<file path="src/rtc_cfg_regs.svh">
// register offsets, field positions, reset values and timing constants
`ifndef RTC_CFG_REGS_SVH
`define RTC_CFG_REGS_SVH
`define CFG_OFFSET 12'h000
`define VAL_HIGH_OFFSET 12'h004
`define VAL_LOW_OFFSET 12'h008
`define RUN_BIT 15
`define UNLOCK_BIT 13
`define RIPPLE_BIT 12
`define HALF_BIT 11
`define OUT_ON_BIT 10
`define PTR_MSB 9
`define PTR_LSB 8
`define CAL_MSB 7
`define CAL_LSB 0
`define BYTE_MSB 7
`define CFG_W 16
`define CFG_RESET 16'h0000
`define BYTE_RESET 8'h00
`define PTR_ZERO 2'h0
`define PTR_STEP 2'h1
`define LANE_HIGH 1'b1
`define LANE_LOW 1'b0
`define IDX_SEC 3'h0
`define IDX_MIN 3'h1
`define IDX_HOUR 3'h2
`define IDX_RSVD 3'h7
`define SEC_MAX 8'h3B
`define MIN_MAX 8'h3B
`define HOUR_MAX 8'h17
`define CLK_HZ 25000000
`define SECOND_S 1
`define RIPPLE_CYCLES 8
`endif

</file>
<file path="src/rtc_cfg_pkg.sv">
// types shared by the clock configuration block
package rtc_cfg_pkg;
  typedef logic [7:0] byte_t;
  typedef enum logic [1:0] {
    sel_minutes = 2'b00,
    sel_weekday = 2'b01,
    sel_month = 2'b10,
    sel_year = 2'b11
  } window_sel_e;
endpackage : rtc_cfg_pkg

</file>
<file path="src/rtc_config_and_value_window.sv">
// apb configuration register and time value window of the clock block
`timescale 1ns/1ps
`include "rtc_cfg_regs.svh"

// Overview of operation
// - run enable writable only while unlocked
// - value registers writable only while unlocked
// - ripple flag warns reads may tear
// - half second flag shows second half
// - seconds write clears half second flag
// - clock output driven only when enabled
// - high value access decrements pointer, stops zero
// - pointer selects fields shown in window
module rtc_config_and_value_window #(
  parameter int TICKS_PER_SEC = `CLK_HZ * `SECOND_S,
  parameter int PRESC_W = 25
) (
  input wire logic pclk,
  input wire logic presetn,
  input wire logic psel,
  input wire logic penable,
  input wire logic pwrite,
  input wire logic [11:0] paddr,
  input wire logic [31:0] pwdata,
  output logic [31:0] prdata,
  output logic pready,
  output logic pslverr,
  output logic count_enable,
  output logic time_out,
  output logic time_out_en
);
  localparam logic [PRESC_W-1:0] TERM_BASE = PRESC_W'(TICKS_PER_SEC - 1);
  localparam logic [PRESC_W-1:0] HALF_COUNT = PRESC_W'(TICKS_PER_SEC / 2);
  localparam logic [PRESC_W-1:0] RIPPLE_LEAD = PRESC_W'(`RIPPLE_CYCLES);

  logic run_en, unlock, out_on, ripple, half;
  logic [1:0] ptr;
  rtc_cfg_pkg::byte_t cal;
  rtc_cfg_pkg::byte_t value_mem [0:7];
  logic [PRESC_W-1:0] presc;

  logic next_run_en, next_unlock, next_out_on, next_ripple, next_half;
  logic [1:0] next_ptr;
  rtc_cfg_pkg::byte_t next_cal;
  rtc_cfg_pkg::byte_t next_value_mem [0:7];
  logic [PRESC_W-1:0] next_presc;
  logic [31:0] next_prdata;
  logic next_pready, next_pslverr, next_time_out;

  logic hit_cfg, hit_hi, hit_lo, setup, done, wr, rd, wr_val, sec_wr, tick;
  logic [2:0] wr_idx, rd_idx;
  logic [PRESC_W-1:0] term;
  rtc_cfg_pkg::byte_t wdata_b;
  logic [`CFG_W-1:0] cfg_view;

  assign hit_cfg = paddr == `CFG_OFFSET;
  assign hit_hi = paddr == `VAL_HIGH_OFFSET;
  assign hit_lo = paddr == `VAL_LOW_OFFSET;
  assign setup = psel & ~penable;
  assign done = psel & penable & pready;
  assign wr = done & pwrite;
  assign rd = done & ~pwrite;
  assign wdata_b = pwdata[`BYTE_MSB:0];
  assign wr_idx = {ptr, hit_hi};
  assign rd_idx = {ptr, hit_hi};
  assign wr_val = wr & (hit_hi | hit_lo) & unlock & (wr_idx != `IDX_RSVD);
  assign sec_wr = wr_val & (wr_idx == `IDX_SEC);
  // first second of each minute is shortened or stretched by the trim
  assign term = (value_mem[`IDX_SEC] == `BYTE_RESET)
    ? TERM_BASE - {{(PRESC_W-8){cal[`CAL_MSB]}}, cal} : TERM_BASE;
  assign tick = run_en & (presc >= term);

  always_comb begin
    cfg_view = `CFG_RESET;
    cfg_view[`RUN_BIT] = run_en;
    cfg_view[`UNLOCK_BIT] = unlock;
    cfg_view[`RIPPLE_BIT] = ripple;
    cfg_view[`HALF_BIT] = half;
    cfg_view[`OUT_ON_BIT] = out_on;
    cfg_view[`PTR_MSB:`PTR_LSB] = ptr;
    cfg_view[`CAL_MSB:`CAL_LSB] = cal;
  end

  // configuration and pointer
  always_comb begin
    next_run_en = run_en;
    next_unlock = unlock;
    next_out_on = out_on;
    next_ptr = ptr;
    next_cal = cal;
    if (wr & hit_cfg) begin
      next_unlock = pwdata[`UNLOCK_BIT];
      next_out_on = pwdata[`OUT_ON_BIT];
      next_ptr = pwdata[`PTR_MSB:`PTR_LSB];
      next_cal = pwdata[`CAL_MSB:`CAL_LSB];
      if (unlock) begin
        next_run_en = pwdata[`RUN_BIT];
      end
    end
    if ((wr | rd) & hit_hi & (ptr != `PTR_ZERO)) begin
      next_ptr = ptr - `PTR_STEP;
    end
  end

  always_ff @(posedge pclk or negedge presetn) begin
    if (!presetn) begin
      run_en <= 1'b0;
      unlock <= 1'b0;
      out_on <= 1'b0;
      ptr <= `PTR_ZERO;
      cal <= `BYTE_RESET;
    end else begin
      run_en <= next_run_en;
      unlock <= next_unlock;
      out_on <= next_out_on;
      ptr <= next_ptr;
      cal <= next_cal;
    end
  end

  // timekeeping: prescaler and time bytes
  always_comb begin
    next_value_mem = value_mem;
    next_presc = presc;
    if (tick) begin
      next_presc = '0;
      if (value_mem[`IDX_SEC] >= `SEC_MAX) begin
        next_value_mem[`IDX_SEC] = `BYTE_RESET;
        if (value_mem[`IDX_MIN] >= `MIN_MAX) begin
          next_value_mem[`IDX_MIN] = `BYTE_RESET;
          if (value_mem[`IDX_HOUR] >= `HOUR_MAX) begin
            next_value_mem[`IDX_HOUR] = `BYTE_RESET;
          end else begin
            next_value_mem[`IDX_HOUR] = value_mem[`IDX_HOUR] + 8'h01;
          end
        end else begin
          next_value_mem[`IDX_MIN] = value_mem[`IDX_MIN] + 8'h01;
        end
      end else begin
        next_value_mem[`IDX_SEC] = value_mem[`IDX_SEC] + 8'h01;
      end
    end else if (run_en) begin
      next_presc = presc + PRESC_W'(1);
    end
    if (wr_val) begin
      next_value_mem[wr_idx] = wdata_b;
    end
    if (sec_wr) begin
      next_presc = '0;
    end
    next_half = next_presc >= HALF_COUNT;
    next_ripple = next_run_en & (next_presc + RIPPLE_LEAD >= term);
    next_time_out = next_out_on & next_half;
  end

  always_ff @(posedge pclk or negedge presetn) begin
    if (!presetn) begin
      for (int i = 0; i < 8; i++) begin
        value_mem[i] <= `BYTE_RESET;
      end
      presc <= '0;
      half <= 1'b0;
      ripple <= 1'b0;
      time_out <= 1'b0;
      time_out_en <= 1'b0;
      count_enable <= 1'b0;
    end else begin
      value_mem <= next_value_mem;
      presc <= next_presc;
      half <= next_half;
      ripple <= next_ripple;
      time_out <= next_time_out;
      time_out_en <= next_out_on;
      count_enable <= next_run_en;
    end
  end

  // apb answer, zero wait states
  always_comb begin
    next_pready = setup;
    next_pslverr = setup & ~(hit_cfg | hit_hi | hit_lo);
    next_prdata = prdata;
    if (setup) begin
      next_prdata = '0;
      if (hit_cfg) begin
        next_prdata[`CFG_W-1:0] = cfg_view;
      end else if ((hit_hi | hit_lo) & (rd_idx != `IDX_RSVD)) begin
        next_prdata[`BYTE_MSB:0] = value_mem[rd_idx];
      end
    end
  end

  always_ff @(posedge pclk or negedge presetn) begin
    if (!presetn) begin
      prdata <= '0;
      pready <= 1'b0;
      pslverr <= 1'b0;
    end else begin
      prdata <= next_prdata;
      pready <= next_pready;
      pslverr <= next_pslverr;
    end
  end
endmodule : rtc_config_and_value_window

</file>
<file path="config.mk">
export PLATFORM = sky130hd
export DESIGN_NAME = rtc_config_and_value_window
export DESIGN_NICKNAME = d
export VERILOG_FILES = /design/src/rtc_cfg_pkg.sv /design/src/rtc_config_and_value_window.sv
export VERILOG_INCLUDE_DIRS = /design/src
export SDC_FILE = /design/constraint.sdc
export NUM_CORES = 1
export LEC_CHECK = 0
export CAP_MARGIN = 10
export CORE_MARGIN = 5
export CORE_UTILIZATION = 35
export DETAILED_ROUTE_END_ITERATION = 16
export DONT_BUFFER_PORTS = 1
export GPL_ROUTABILITY_DRIVEN = 0
export PLACE_DENSITY_LB_ADDON = 0.05
export SLEW_MARGIN = 20
export SYNTH_ARGS = -nofsm -noshare
export SYNTH_HDL_FRONTEND = slang
export SYNTH_SLANG_ARGS = --single-unit
</file>
<file path="constraint.sdc">
create_clock -name pclk -period 7.8 [get_ports pclk]
set_input_delay 1.56 -clock pclk [delete_from_list [all_inputs] [get_ports pclk]]
set_output_delay 1.56 -clock pclk [all_outputs]
set_load 0.01 [all_outputs]
</file>
==> Word level (Yosys, flattened, before mapping) <==
Index checks and enable logic that the tools add are counted.
{ "word_totals": {"in_bits": 49, "latchBits": 0, "romBits": 0, "regBits": 123, "elab_cells": 94, "memories": 0, "mem_bits_rw": 0} }
{ "op_classes": {"n_div": 0, "n_shift": 0, "n_mux": 25, "reduce_logical": 6, "n_eq_ne": 3, "mul": 0, "bitwise_logic": 25, "add_sub_neg": 7, "n_lt_le_gt_ge": 8} }
{ "ops": {"columns": ["operator", "n"], "rows": [
  ["$mux 25", 4],
  ["$mux 8", 10],
  ["$bwmux 64", 1],
  ["$mux 64", 1],
  ["$ge 25x25->1", 2],
  ["$add 25x1->25 const B", 1],
  ["$add 25x4->25 const B", 1],
  ["$ge 25x24->1 const B", 1],
  ["$sub 25x25->25 const A", 1],
  ["$add 8x1->8 const B", 3],
  ["$bmux 8 s3", 1],
  ["$demux 8 s3", 1],
  ["$mux 24", 1],
  ["$and 1x1->1", 17],
  ["$ge 8x6->1 const B", 2],
  ["$mux 16", 1],
  ["$eq 12x3->1 const B", 1],
  ["$eq 12x4->1 const B", 1],
  ["$logic_not 12->1", 1],
  ["$ge 8x5->1 const B", 1],
  ["$logic_not 8->1", 1],
  ["$ge 4x4->1 const B", 1],
  ["$lt 4x1->1 const B", 1],
  ["$mux 2", 2],
  ["9 further kinds", 17]
]} }

==> Logic depth before layout (Yosys ltp) <==
{ "depth": {"ltp_word": 11, "mapped_depth": 32, "mapped_depth_nobuf": 29} }

==> Least setup slack after synthesis <==
OpenSTA, ideal clock, no wires.
{ "synth_path": {"kind": "reg2reg", "from": "register value_mem[59] in the netlist's numbering", "to": "register ripple", "required_time_ps": 7678, "path_stages_with_launch": 32, "t_arrival_ps": 6260, "path_slack_ps": 1418, "setup_ps": 122, "synth_period_minus_slack_ps": 6382, "path_buffers": 3, "cell_sequence": "dfrtp_1 -> nor4_1 -> and3_1 -> clkbuf_1 -> and2_1 -> inv_1 -> ha_1 -> and4_1 -> nand3_1 -> nor2_1 -> o31ai_1 -> nand2_1 -> clkbuf_1 -> clkbuf_1 -> or2_2 -> inv_1 -> ha_1 -> o21ai_0 -> o31a_1 -> o22ai_1 -> xnor2_1 -> nor2_1 -> ha_1 -> a21o_1 -> a21oi_1 -> o21ai_0 -> a21oi_1 -> o21ai_0 -> a31oi_1 -> nand2_1 -> a22o_1 -> a32o_1"} }
{ "synth_via": {"elab_chain_cells": 9} }
{ "synth_lines": {"columns": ["item", "line", "source"], "rows": [
  ["from (decl)", "rtc_config_and_value_window.sv:39", "rtc_cfg_pkg::byte_t value_mem [0:7];"],
  ["from (signal, indexed assignment)", "rtc_config_and_value_window.sv:159", "value_mem[i] <= `BYTE_RESET;"],
  ["from (signal assigned)", "rtc_config_and_value_window.sv:168", "value_mem <= next_value_mem;"],
  ["$logic_not 8->1 (no source line)", null, null],
  ["$mux 25", "rtc_config_and_value_window.sv:69", "assign term = (value_mem[`IDX_SEC] == `BYTE_RESET)"],
  ["$ge 25x25->1", "rtc_config_and_value_window.sv:71", "assign tick = run_en & (presc >= term);"],
  ["$and 1x1->1", "rtc_config_and_value_window.sv:71", null],
  ["$mux 25", "rtc_config_and_value_window.sv:125", "if (tick) begin"],
  ["$mux 25", "rtc_config_and_value_window.sv:148", "if (sec_wr) begin"],
  ["via next_presc[3]", "rtc_config_and_value_window.sv:46", "logic [PRESC_W-1:0] next_presc;"],
  ["$add 25x4->25", "rtc_config_and_value_window.sv:152", "next_ripple = next_run_en & (next_presc + RIPPLE_LEAD >= term);"],
  ["$ge 25x25->1", "rtc_config_and_value_window.sv:152", null],
  ["$and 1x1->1", "rtc_config_and_value_window.sv:152", null],
  ["via next_ripple", "rtc_config_and_value_window.sv:42", "logic next_run_en, next_unlock, next_out_on, next_ripple, next_half;"],
  ["to (signal assigned)", "rtc_config_and_value_window.sv:171", "ripple <= next_ripple;"],
  ["to (decl)", "rtc_config_and_value_window.sv:36", "logic run_en, unlock, out_on, ripple, half;"]
]} }
The timed path passes the listed nets, and every way through them passes these cells.
A chain may end at the register's enable or synchronous reset.

==> Worst setup path after layout <==
Ends and elaborated chain as after synthesis.

==> results.cfg <==
[status]
outcome = finished clean

[floorplanning]
core-area_um2 = 21600
num_rows = 54
dieArea_um2 = 24800
ios = 86
die_x_um = 157
die_h_um = 157
start_util_pct = 35.2

[pwr]
leakage_nw = 3.73
peakVddDrop_v = 0.000135
p_per_area_nw_per_um2 = 175

[route]
wire_per_inst_um = 19.7
routed_wl_um = 21000
vias_per_cell = 5.51
drt_first_pass_iters = 5
first_iter_violations = 237
drc = 0
num_vias = 5869
ant_nets = 0

[synthesis]
yosys_warnings = 0
synth.distinct_cells = 67
netlist_area_um2 = 7600
ys_seq_elements = 122
synth-edff-count = 0
synth_cells = 788
synth_area_leaders = dfrtp_1 40%, mux2_2 7.6%, ha_1 5.4%, nand2_1 5.1%, mux4_2 4.7%
ys.flop_type = dfrtp_1
async_reset_ff_share_pct = 100
post_synth.cell_area_avg_um2 = 9.65
synth_top_area_cell = dfrtp_1
yosysTopAreaCellShare_pct = 40.2
ys_seq_area_share_pct = 40.2

[grt]
antenna_found_initial = 0
grt_pass1_vias = 5869
grtUsageTotal_pct = 17.6
grt.overflow.total = 0
grt_start_max_net_pins = 123
grt_pass1_wl_um = 33800

[run]
max-cap-violations = 0

[setup_path]
start_kind = register
path_class = reg2reg
worst_setup_path_end_kind = register
path_max_fanout = 31
required_ps = 8110
arrival_ps = 7210

[sta]
drv_slew = 0
period_minus_slack_ps = 6900
worstMarginPinSlew_ps = 871
max_freq_ghz = 0.145
hold_violations = 0
fin_crit_sh_pct = 88.5
rsz0062_at_grt = no
slew_headroom_pct = 41.4
finClkSkew_ps = 13.1
setup_viol = 0
hold_ws_ps = 473
fin_tns_setup_ps = 0

[cells_and_area]
nets = 854
synthToLayoutAreaGrowth_pct = 10.1
nFillCells = 2186
layout_common_cells = 122 x dfrtp_1, 104 x nand2_1, 57 x nor2_1, 51 x mux2_2, 43 x a21oi_1
diodes = 0
layout-drive-gt1-share_pct = 15.2
final_common_cell = dfrtp_1

[cts]
cts_buffer_depth = 2
post_cts_buffers = 0
cts_root_buf = clkbuf_16
ctsResizeCount = 0
htree_levels = 4
hold_buffers = 0
clk_pin_slew_worst_paths_ps = 60
clock_sinks = 122
tritoncts = done
worstSkewPairLatency_ps = 430
tritoncts.num_buffers = 17

[hold_path]
hold_path_class = reg2reg

[place]
io_buffers = 0
hpwl_um = 15200
-- stage by stage --
stage / std cells / total power [W] / util (%) / setup WS, ps / cell area [um2]
finish: 1065 / 0.00146 / 38.7 / 901 / 8370
floorplan: 804 / 0.000660 / - / 1420 / 7660
detailed placement: 1033 / 0.000654 / 35.9 / 887 / 7760
global route: 1065 / 0.00151 / 38.7 / 111 / 8370
CTS: 1065 / 0.00148 / 38.7 / 843 / 8370
global placement: 1033 / 0.000654 / 35.9 / 936 / 7760
-- final timing paths --
kind	endpoint	startpoint	slack, ps	cells past startpoint
setup / recovery	ripple	value_mem[59]	900	27
hold / removal	prdata[11]	half	470	2
setup reg to reg	ripple	value_mem[59]	900	27
hold reg to reg	prdata[11]	half	470	2
max in group asynchronous	asynchronous set/reset pin	presetn	6650	0
min in group asynchronous	presc[7]	presetn	830	0
-- power by group --
part,total [W],leakage [nW],switching [W],internal (W)
clock,0.000821,0.295,0.000337,0.000484
sequential,0.000634,1.60,0.000000578,0.000633
combinational,0.00000847,1.83,0.00000701,0.00000146
-- area by class of cell --
cell class	instances	area, um2	share of cell area, %
Timing Repair Buffer	4	30.0	0.359
Clock inverter	15	180	2.15
Multi-Input combinational cell	609	4270	51.0
Clock buffer	17	425	5.08
Tap cell	280	350	4.18
Sequential cell	122	3050	36.5
Inverter	18	67.6	0.807
-- cell usage after synthesis (all sizes together), types with 9 or more instances --
master,number
dfrtp,122
nand2,104
nor2,57
mux2,51
a21oi,43
o21ai,42
ha,33
nand3,31
buf,29
clkbuf,26
and3,22
xnor2,20
xor2,20
inv,16
mux4,16
nor4,16
and2,11
nand4,10
nor3,10
a31oi,9
-- layer usage --
| metal | track usage [%] | up-vias | wire [um] |
|---|---|---|---|
| met1 | 23.3 | 2946 | 9240 |
| met3 | 3.44 | 23 | 707 |
| met2 | 29.7 | 113 | 10700 |
| li1 | - | 2787 | - |
| met5 | 0 | - | 0 |
| met4 | 4.83 | 0 | 358 |
-- critical path: stages, from the launching register on --
cell and delay (ps):
dfrtp_1 440, nor4_1 650, and3_1 430, and2_1 230
inv_1 140, ha_1 340, and4_1 200, and4_1 220
a311oi_1 650, nand2_1 160, buf_4 280, nor2_1 190
ha_1 240, o21ai_0 210, o31a_1 290, o22ai_1 150
xnor2_1 160, nor2_1 70, ha_1 320, a21o_1 170
a21oi_1 170, o21ai_0 100, a21oi_1 150, o21ai_0 100
a31oi_1 140, nand2_1 100, a22o_1 210, a32o_1 260
-- kinds of logic after synthesis --
logic type / synth area share, %
flip-flops: 40.2
AO/OA/AOI/OAI: 11.4
other: 0.0493
multiplexers: 13.0
XOR/XNOR: 4.61
adder cells (fa/ha/maj): 5.43
AND/OR/NAND/NOR: 20.7
buffers and inverters: 4.66
(Power assumes the default switching activity.)
